File: src/hw/asc_pkg.sv
// Purpose: Constants and types for the angle sensor serial config port
// Assumes: 10 MHz core clock, 16-bit mode 3 frames
// Notes: Frame packing is local and may change once fixed
package asc_pkg;
  localparam int FRAME_BITS = 16;
  localparam int CLK_NS = 100;
  localparam int REFRESH_KHZ = 500;
  localparam int REFRESH_CYC = 1000000 / (REFRESH_KHZ * CLK_NS);
  localparam int LATENCY_NS = 3000;
  localparam int LATENCY_CYC = LATENCY_NS / CLK_NS;
  localparam int PUBLISH_CYC = LATENCY_CYC - REFRESH_CYC;
  localparam logic [3:0] ADDR_BIAS = 4'h3;
  localparam logic [3:0] ADDR_ZERO = 4'h4;
  localparam logic [3:0] ADDR_TRIM = 4'h5;
  localparam logic [3:0] ADDR_FLASH = 4'h9;
  localparam int TRIM_X_BIT = 4;
  localparam int TRIM_Y_BIT = 5;
  localparam int FLASH_LO_BIT = 3;
  localparam logic [7:0] TRIM_MASK = 8'h30;
  localparam logic [7:0] FLASH_MASK = 8'h38;
  localparam logic [7:0] REG_RESET = 8'h00;
  localparam logic [3:0] ZERO_LOW_RESET = 4'h0;
  localparam logic [4:0] CNT_MAX = 5'h1f;
  localparam logic [4:0] CNT_FRAME = 5'h10;

  // Command word: write flag, spare, register address, write data
  typedef struct packed {
    logic wr;
    logic [2:0] spare;
    logic [3:0] addr;
    logic [7:0] data;
  } asc_cmd_type;

  // Reply word: current angle, then readback of previous frame's address
  typedef struct packed {
    logic [7:0] angle;
    logic [7:0] rdata;
  } asc_reply_type;

  typedef struct packed {
    logic sclk;
    logic cs_n;
    logic mosi;
  } asc_pins_type;
endpackage

File: src/hw/asc_sync.sv
// Purpose: Two-flop synchroniser for pin inputs
// Assumes: Inputs are asynchronous to clk
// Notes: First stage is read by the second stage only
`timescale 1ns/1ps
module asc_sync #(
  parameter int W = 3,
  parameter logic [W-1:0] INIT = '0
) (
  input wire logic clk,
  input wire logic nrst,
  input wire logic [W-1:0] d,
  output logic [W-1:0] q
);
  logic [W-1:0] meta_q;

  genvar i;
  generate
    for (i = 0; i < W; i++) begin : g_bit
      always_ff @(posedge clk or negedge nrst) begin
        if (!nrst) begin
          meta_q[i] <= INIT[i];
          q[i] <= INIT[i];
        end else begin
          meta_q[i] <= d[i];
          q[i] <= meta_q[i];
        end
      end
    end
  endgenerate
endmodule

File: src/hw/asc_top.sv
// Purpose: Serial slave port, settings bank and angle publishing
// Assumes: Serial pins sampled by clk; angle_raw is on the clk domain
// Notes: Serial clock must be well below clk/4 for edge detection
`timescale 1ns/1ps
module asc_top (
  input wire logic clk,
  input wire logic nrst,
  input wire logic sclk,
  input wire logic cs_n,
  input wire logic mosi,
  output logic miso_o,
  output logic miso_oe,
  input wire logic [7:0] angle_raw,
  output logic [7:0] angle_o,
  output logic [7:0] bias_x_o,
  output logic [7:0] bias_y_o,
  output logic [11:0] zero_pos_o,
  output logic [2:0] flash_commit_o,
  output logic [7:0] flash_data_o
);
  asc_pkg::asc_pins_type pins_s;
  asc_pkg::asc_pins_type pins_raw;
  asc_pkg::asc_cmd_type cmd;
  asc_pkg::asc_reply_type reply;
  logic sclk_d_q, cs_n_d_q;
  logic sclk_rise, sclk_fall, cs_fall, cs_rise, exec;
  logic [4:0] cnt_q;
  logic [15:0] rx_q, tx_q;
  logic [7:0] rdata_q;
  logic [7:0] bias_trim_amount_q, zero_position_high_q;
  logic [7:0] axis_trim_enables_q, flash_commit_control_q;
  logic [3:0] zero_low_q;
  logic [7:0] sample_q;
  logic [5:0] ref_cnt_q, pub_cnt_q;
  logic tick, pub_pending_q, pub;

  function automatic logic [7:0] rd_mux(input logic [3:0] a,
                                        input logic [7:0] b,
                                        input logic [7:0] z,
                                        input logic [7:0] t,
                                        input logic [7:0] f);
    unique case (a)
      asc_pkg::ADDR_BIAS: rd_mux = b;
      asc_pkg::ADDR_ZERO: rd_mux = z;
      asc_pkg::ADDR_TRIM: rd_mux = t;
      asc_pkg::ADDR_FLASH: rd_mux = f;
      default: rd_mux = 8'h00;
    endcase
  endfunction

  // Pins are only inputs: no drive path exists for clock or select
  assign pins_raw = '{sclk: sclk, cs_n: cs_n, mosi: mosi};

  asc_sync #(.W(3), .INIT(3'h6)) u_sync (
    .clk(clk),
    .nrst(nrst),
    .d(pins_raw),
    .q(pins_s)
  );

  always_ff @(posedge clk or negedge nrst) begin
    if (!nrst) begin
      sclk_d_q <= 1'b1;
      cs_n_d_q <= 1'b1;
    end else begin
      sclk_d_q <= pins_s.sclk;
      cs_n_d_q <= pins_s.cs_n;
    end
  end

  // Mode 3: sample on rise, shift out on fall, select active low
  assign sclk_rise = pins_s.sclk & ~sclk_d_q & ~pins_s.cs_n;
  assign sclk_fall = ~pins_s.sclk & sclk_d_q & ~pins_s.cs_n;
  assign cs_fall = ~pins_s.cs_n & cs_n_d_q;
  assign cs_rise = pins_s.cs_n & ~cs_n_d_q;
  // Only a frame of exactly 16 bits acts; short or long ones are dropped
  assign exec = cs_rise && (cnt_q == asc_pkg::CNT_FRAME);
  assign cmd = asc_pkg::asc_cmd_type'(rx_q);
  assign reply = '{angle: angle_o, rdata: rdata_q};

  always_ff @(posedge clk or negedge nrst) begin
    if (!nrst) begin
      cnt_q <= 5'h00;
      rx_q <= 16'h0000;
    end else if (cs_fall) begin
      cnt_q <= 5'h00;
    end else if (sclk_rise) begin
      rx_q <= {rx_q[14:0], pins_s.mosi};
      if (cnt_q != asc_pkg::CNT_MAX) begin
        cnt_q <= cnt_q + 5'h01;
      end
    end
  end

  // MSB stands from select fall; the first falling edge keeps it
  always_ff @(posedge clk or negedge nrst) begin
    if (!nrst) begin
      tx_q <= 16'h0000;
    end else if (cs_fall) begin
      tx_q <= reply;
    end else if (sclk_fall && cnt_q != 5'h00) begin
      tx_q <= {tx_q[14:0], 1'b0};
    end
  end

  assign miso_o = tx_q[15];
  // Driven only while selected, so a shared data line stays free
  assign miso_oe = ~pins_s.cs_n;

  always_ff @(posedge clk or negedge nrst) begin
    if (!nrst) begin
      bias_trim_amount_q <= asc_pkg::REG_RESET;
      zero_position_high_q <= asc_pkg::REG_RESET;
      axis_trim_enables_q <= asc_pkg::REG_RESET;
      flash_commit_control_q <= asc_pkg::REG_RESET;
    end else if (exec && cmd.wr) begin
      unique case (cmd.addr)
        asc_pkg::ADDR_BIAS: bias_trim_amount_q <= cmd.data;
        asc_pkg::ADDR_ZERO: zero_position_high_q <= cmd.data;
        asc_pkg::ADDR_TRIM:
          axis_trim_enables_q <= cmd.data & asc_pkg::TRIM_MASK;
        asc_pkg::ADDR_FLASH:
          flash_commit_control_q <= cmd.data & asc_pkg::FLASH_MASK;
        default: ;
      endcase
    end
  end

  // No write path yet for the low zero bits; held at reset value
  always_ff @(posedge clk or negedge nrst) begin
    if (!nrst) begin
      zero_low_q <= asc_pkg::ZERO_LOW_RESET;
    end else begin
      zero_low_q <= zero_low_q;
    end
  end

  assign zero_pos_o = {zero_position_high_q, zero_low_q};

  // Readback for the next frame; reads the value before this frame's write
  always_ff @(posedge clk or negedge nrst) begin
    if (!nrst) begin
      rdata_q <= 8'h00;
    end else if (exec) begin
      rdata_q <= rd_mux(cmd.addr, bias_trim_amount_q, zero_position_high_q,
                        axis_trim_enables_q, flash_commit_control_q);
    end
  end

  // Single-bit commit pulses carry that register's contents to the OTP writer; multi-bit ones send 00
  always_ff @(posedge clk or negedge nrst) begin
    if (!nrst) begin
      flash_commit_o <= 3'h0;
      flash_data_o <= 8'h00;
    end else begin
      flash_commit_o <= 3'h0;
      if (exec && cmd.wr && cmd.addr == asc_pkg::ADDR_FLASH) begin
        flash_commit_o <= cmd.data[asc_pkg::FLASH_LO_BIT +: 3];
        unique case (cmd.data[asc_pkg::FLASH_LO_BIT +: 3])
          3'h1: flash_data_o <= bias_trim_amount_q;
          3'h2: flash_data_o <= zero_position_high_q;
          3'h4: flash_data_o <= axis_trim_enables_q;
          default: flash_data_o <= 8'h00;
        endcase
      end
    end
  end

  // Both enables give equal reduction, so no side-shaft correction
  always_ff @(posedge clk or negedge nrst) begin
    if (!nrst) begin
      bias_x_o <= 8'h00;
      bias_y_o <= 8'h00;
    end else begin
      bias_x_o <= axis_trim_enables_q[asc_pkg::TRIM_X_BIT] ?
                  bias_trim_amount_q : 8'h00;
      bias_y_o <= axis_trim_enables_q[asc_pkg::TRIM_Y_BIT] ?
                  bias_trim_amount_q : 8'h00;
    end
  end

  // Sample cadence and publish delay
  assign tick = ref_cnt_q == 6'(asc_pkg::REFRESH_CYC - 1);
  assign pub = pub_pending_q && pub_cnt_q == 6'(asc_pkg::PUBLISH_CYC - 1);

  always_ff @(posedge clk or negedge nrst) begin
    if (!nrst) begin
      ref_cnt_q <= 6'h00;
      sample_q <= 8'h00;
    end else begin
      ref_cnt_q <= tick ? 6'h00 : ref_cnt_q + 6'h01;
      if (tick) begin
        sample_q <= angle_raw;
      end
    end
  end

  // Publish after the remaining latency; next sample arrives later
  always_ff @(posedge clk or negedge nrst) begin
    if (!nrst) begin
      pub_pending_q <= 1'b0;
      pub_cnt_q <= 6'h00;
      angle_o <= 8'h00;
    end else begin
      if (tick) begin
        pub_pending_q <= 1'b1;
        pub_cnt_q <= 6'h00;
      end else if (pub) begin
        pub_pending_q <= 1'b0;
        angle_o <= sample_q - zero_position_high_q;
      end else if (pub_pending_q) begin
        pub_cnt_q <= pub_cnt_q + 6'h01;
      end
    end
  end
endmodule

File: config.mk
export PLATFORM = sky130hd
export DESIGN_NAME = asc_top
export DESIGN_NICKNAME = d
export VERILOG_FILES = /design/src/hw/asc_pkg.sv /design/src/hw/asc_sync.sv /design/src/hw/asc_top.sv
export SDC_FILE = /design/constraint.sdc
export NUM_CORES = 1
export LEC_CHECK = 0
export BUFFER_PORTS_ARGS = -buffer_cell sky130_fd_sc_hd__buf_4
export CAP_MARGIN = 20
export CORE_MARGIN = 1
export CORE_UTILIZATION = 40
export DETAILED_ROUTE_END_ITERATION = 10
export PLACE_DENSITY = 0.6
export SKIP_LAST_GASP = 1
export SYNTH_ARGS = -nofsm -noshare
export SYNTH_HDL_FRONTEND = slang
export SYNTH_SLANG_ARGS = --single-unit
File: constraint.sdc
create_clock -name clk -period 3.7 [get_ports clk]
set_input_delay 0.74 -clock clk [delete_from_list [all_inputs] [get_ports clk]]
set_output_delay 0.74 -clock clk [all_outputs]
set_load 0.005 [all_outputs]
=== After elaboration in Yosys (flattened, before gate mapping) ===
Cells that the tools add are included.

* Equal/unequal tests: 12
* Bitwise logic cells: 12
* Shift operators: 0
* Multiplexer cells: 16
* Reduce and logical (&&, ||, !) cells: 19
* Add/subtract/negate cells: 4
* Div/mod/pow operators: 0
* $mul: 0
* $lt $le $gt $ge: 0

{| class="wikitable"
|+ Operator list
! kind !! number
|-
| $mux 16 || 2
|-
| $pmux 8 s4 || 1
|-
| $mux 6 || 4
|-
| $pmux 8 s3 || 1
|-
| $mux 8 || 2
|-
| $reduce_and 2->1 || 8
|-
| $mux 5 || 3
|-
| $add 6x1->6 const B || 2
|-
| $reduce_bool 2->1 || 5
|-
| $eq 4x3->1 const B || 2
|-
| $sub 8x8->8 || 1
|-
| $and 1x1->1 || 6
|-
| $eq 6x4->1 const B || 1
|-
| $eq 6x5->1 const B || 1
|-
| $not 1->1 || 6
|-
| $add 5x1->5 const B || 1
|-
| $eq 5x5->1 const B || 1
|-
| $logic_and 1x1->1 || 5
|-
| $ne 5x5->1 const B || 1
|-
| $reduce_bool 5->1 || 1
|-
| $eq 4x2->1 const B || 1
|-
| $eq 4x4->1 const B || 1
|-
| $eq 3x1->1 const B || 1
|-
| $eq 3x2->1 const B || 1
|-
| other kinds (4) || 5
|}

* Memory bits (writable): 0
* Output and inout bits: 49
* Memories kept: 0
* Flip-flop bits (word level): 130
* Latch bits: 0
* Input port bits: 13
* Bits in read-only memories: 0
* Word-level logic and storage cells: 88

=== Longest topological paths before layout ===
* Depth in word-level cells: 6
* Gate-level depth with buffers: 9
* Gate-level depth less buffers: 8

=== By module ===
A second synthesis with hierarchy kept.

* Cell total of the unflattened synthesis: 466
* Area total of the unflattened synthesis: 5906.9 um^2

{| class="wikitable"
|+ Modules (own cells, without submodules)
! module !! area each (um^2) !! sequential area each (um^2) !! cells an instance !! times used
|-
| asc_top || 5751.8 || 3105.5 || 460 || 1
|-
| asc_sync || 155.1 || 155.1 || 6 || 1
|}

=== Worst setup path after synthesis ===
No wires, ideal clock.

* Path kind: register to register
* From: register cnt_q[0]
* To: register flash_commit_control_q[4]
* Period minus slack after synthesis: 2.011 ns
* Library setup time: 0.128 ns
* Setup slack: 1.689 ns
* Buffers on the path: 3
* Cell stages (with the launch flop): 10
* Data required time: 3.572 ns
* Arrival time: 1.884 ns
* Cells stage by stage: dfrtp_1 -> inv_1 -> ha_1 -> nor3b_1 -> and4b_1 -> buf_2 -> and4_1 -> buf_2 -> buf_6 -> mux2_1

* Word-level cells in the longest chain between the ends: 4

{| class="wikitable"
|+ Ends and longest elaborated chain
! what !! line !! RTL
|-
| start, declared || asc_top.sv:27 || <nowiki>logic [4:0] cnt_q;</nowiki>
|-
| start signal, assigned || asc_top.sv:90 || <nowiki>cnt_q <= cnt_q + 5'h01;</nowiki>
|-
| $eq 5x5->1 || asc_top.sv:77 || <nowiki>assign exec = cs_rise && (cnt_q == asc_pkg::CNT_FRAME);</nowiki>
|-
| $logic_and 1x1->1 || asc_top.sv:77 ||
|-
| $logic_and 1x1->1 || asc_top.sv:116 || <nowiki>end else if (exec && cmd.wr) begin</nowiki>
|-
| $reduce_and 2->1 (no source line) || - ||
|-
| end signal, assigned || asc_top.sv:115 || <nowiki>flash_commit_control_q <= asc_pkg::REG_RESET;</nowiki>
|-
| end signal, assigned || asc_top.sv:123 || <nowiki>flash_commit_control_q <= cmd.data & asc_pkg::FLASH_MASK;</nowiki>
|-
| end, declared || asc_top.sv:31 || <nowiki>logic [7:0] axis_trim_enables_q, flash_commit_control_q;</nowiki>
|}

Every way passes these cells.
A chain may end at the register's enable or synchronous reset.

=== Worst setup path in the final report ===
* From: register cnt_q[0]
* To: register flash_data_o[6]

* Word-level cells in the longest chain between the ends: 4

{| class="wikitable"
|+ Ends and longest elaborated chain
! what !! line !! RTL
|-
| $eq 5x5->1 || asc_top.sv:77 ||
|-
| $logic_and 1x1->1 || asc_top.sv:77 ||
|-
| $logic_and 1x1->1 (2 in a row) || asc_top.sv:157 || <nowiki>if (exec && cmd.wr && cmd.addr == asc_pkg::ADDR_FLASH) begin</nowiki>
|-
| end signal, assigned || asc_top.sv:160 || <nowiki>3'h1: flash_data_o <= bias_trim_amount_q;</nowiki>
|-
| end signal, assigned || asc_top.sv:161 || <nowiki>3'h2: flash_data_o <= zero_position_high_q;</nowiki>
|-
| end signal, assigned || asc_top.sv:162 || <nowiki>3'h4: flash_data_o <= axis_trim_enables_q;</nowiki>
|-
| end, declared || asc_top.sv:19 || <nowiki>output logic [7:0] flash_data_o</nowiki>
|}

Every way passes these cells.

==> impl_metrics.ini <==
[setup_path]
endpoint_kind = flip-flop
startpoint_type = flip-flop
cp_cell_sequence = inv_1, ha_1, nor3b_1, and4b_1, and4_1, mux2_1
required_ns = 3.98
cpPeakStageDelay_ns = 0.63
crit_buf_inv = 1
slowest_stage = and4_1
arrival_ns = 2.68
worstPathMaxFanout = 14
path_delay_family = simple AND/OR/NAND/NOR gates
critPathKind = flip-flop to flip-flop

[cells_and_area]
layout-drive-gt1-share_pct = 30.1
n_fill_cell = 1283
seqCellArea_sq_um = 3260
multi_input_area_sq_um = 2430
n_antenna_cell = 0
area.growth.synth_to_final_pct = 19.9
fin_nets = 553

[place]
dpl.hpwl_mm = 8.07
gp_congestion = 0.793
port-buffer-count = 57

[timing]
rsz0062_at_grt = no
hold_ws_ns = 0.348
timing_hold_violations_final = 0
layout_worst_path_cycle_share_pct = 64.8
worst_pin_slew_ns = 0.972
fmaxAchievable_mhz = 417
drv_slew = 0
slew_headroom_pct = 35.1
finalSetupTns_ns = 0
finClkSkew_ns = 0.00693
setup_viol = 0
period_needed_ns = 2.40

[global_route]
grt_use_total_pct = 16.9
grt_antenna_before_repair = 0
grt_max_degree = 77
grt_overflow = 0
grt_pass1_vias = 3748
grt_pass1_wl_mm = 19.3

[cts]
cts_tree = done
cts.path.max_buffers = 2
clkSinkCount = 130
postCtsSetupBuffers = 0
clk_pin_slew_ns = 0.05
cts_resized = 0
cts-root-buf = clkbuf_16
clk_latency_ns = 0.41
cts_hold_buf = 0
cts.htree.levels = 4
numCtsBuffers = 17

[power]
vdd_drop_max_mv = 0.322
powerDensity_nw_per_um2 = 487
p_leak_nw = 3.39

[floorplanning]
die_area_sq_um = 15200
chipWidth_um = 123
initial_core_util_pct = 41.8
pin_count = 62
die_height_um = 123
rows = 43
core_area_sq_um = 14100

[route]
ant_nets = 0
wl_met2_mm = 5.71
wl_met1_mm = 5.15
initialDrtViolationCount = 197
drc_errors = 0
dr.pass1.iters = 6
wl_met3_um = 291
wirelength_mm = 11.4
top_layer = met4
wire_per_inst_um = 15.8
vias = 3692
via_per_inst = 5.13

[yosys]
syn_area_sq_um = 5890
synthFlopType = dfrtp_1
postSynthAreaPerCell_sq_um = 12.7
ys_types = 58
synth_largest_area_cell = dfrtp_1
synth_edf_count = 0
ys_top_cells_by_area = dfrtp_1 (53%), mux2_2 (9.0%), mux2_1 (4.6%), ha_1 (2.8%), dfstp_2 (2.7%)
synthArstFlopShare_pct = 100
synthCells = 464
ys_ff_latch = 130
synth-warning-count = 0
synth.top_cell.area_share_pct = 52.7
synth.yosys.seq_area_share_pct = 55.4

[outcome]
status = finished clean

[worst_hold_path]
hold_class = flip-flop to flip-flop

[job]
cap_viol_max_count = 0
path summary, 6_finish.rpt:
| kind | startpoint | to | slack (ns) | depth (start not counted) |
|---|---|---|---|---|
| worst max-delay path | cnt_q[0] | flash_data_o[6] | 1.30 | 6 |
| worst min-delay path | u_sync.meta_q[0] | u_sync.q[0] | 0.35 | 0 |
| worst max register to register | cnt_q[0] | flash_data_o[6] | 1.30 | 6 |
| worst min register to register | u_sync.meta_q[0] | u_sync.q[0] | 0.35 | 0 |
| max in group asynchronous | nrst | pub_cnt_q[0] | 2.34 | 2 |
| min in group asynchronous | nrst | bias_y_o[1] | 0.47 | 1 |
cell usage in the layout (no fill, tap or decap), types with 5 or more instances in the layout:
cell type / synthesis / final
a211oi_1: 5 / 5
a21oi_1: 11 / 11
a22o_1: 18 / 18
and2_1: 20 / 20
buf_4: 4 / 64
clkbuf_1: 9 / 6
clkbuf_16: 0 / 17
clkbuf_8: 0 / 5
dfrtp_1: 124 / 124
dfstp_2: 6 / 6
ha_1: 13 / 13
inv_1: 20 / 20
mux2_1: 24 / 24
mux2_2: 47 / 47
mux2_4: 10 / 10
nand2_1: 19 / 19
nand3_1: 6 / 6
nor2_1: 22 / 22
nor2b_1: 8 / 8
o21ai_0: 12 / 12
o21ai_1: 7 / 7
xnor2_1: 8 / 8
xor2_1: 5 / 5
power breakdown:
group	leakage, nW	internal, mW	total [mW]	switching [mW]
sequential	1.71	1.50	1.57	0.0702
combinational	1.39	0.138	0.251	0.112
clock	0.289	1.08	1.62	0.545
total	3.39	2.71	3.44	0.728
routing by layer:
metal | global-route usage [%] | vias up
li1 | - | 1764
met5 | 0 | -
met3 | 4.01 | 17
met4 | 7.76 | 0
met1 | 21.8 | 1853
met2 | 26.8 | 58
stage by stage:
stage | instances | power (mW) | util (%) | instance area, sq um | setup slack [ns]
finish | 719 | 3.44 | 50.1 | 7060 | 1.30
global route | 719 | 3.59 | 50.1 | 7060 | 1.10
CTS | 719 | 3.49 | 50.1 | 7060 | 1.31
detailed placement | 687 | 1.84 | 45.9 | 6480 | 1.31
global placement | 687 | 1.83 | 45.9 | 6480 | 1.37
floorplan | 467 | 1.74 | - | 5900 | 1.69
kinds of logic (layout without fill, tap and decap cells):
group | after synthesis | count (layout) | synth area share (%)
flip-flops | 130 | 130 | 55.4
multiplexers | 83 | 83 | 16.5
adder cells (fa/ha/maj) | 14 | 14 | 3.10
AND/OR/NAND/NOR | 107 | 107 | 10.8
buffers and inverters | 44 | 116 | 3.50
other | 1 | 4 | 0.0637
XOR/XNOR | 13 | 13 | 1.93
AO/OA/AOI/OAI | 72 | 72 | 8.81
worst reg2reg max path: stages, from the launching register on:
cell and delay [ns]:
dfrtp_1 0.41, inv_1 0.07, ha_1 0.15, nor3b_1 0.24, and4b_1 0.38, and4_1 0.63, mux2_1 0.39
cells in the mapped netlist (all sizes together) (4+ instances only):
library cell / count
ha: 13
nor2b: 8
a211oi: 5
o21ai: 19
buf: 15
nor2: 23
inv: 20
dfrtp: 124
and2: 20
mux2: 81
a21oi: 11
nand2b: 4
a22o: 18
xor2: 5
nand2: 19
clkbuf: 9
xnor2: 8
dfstp: 6
nand3: 6
layout make-up:
cell class,count,share of cell area [%]
timing repair buffer,64,6.80
clock buffer,28,7.32
clock inverter,4,0.992
inverter,20,1.06
sequential,130,46.2
multi-input combinational,293,34.5
tap,180,3.19
No activity file was read; power rests on OpenSTA's default activity.
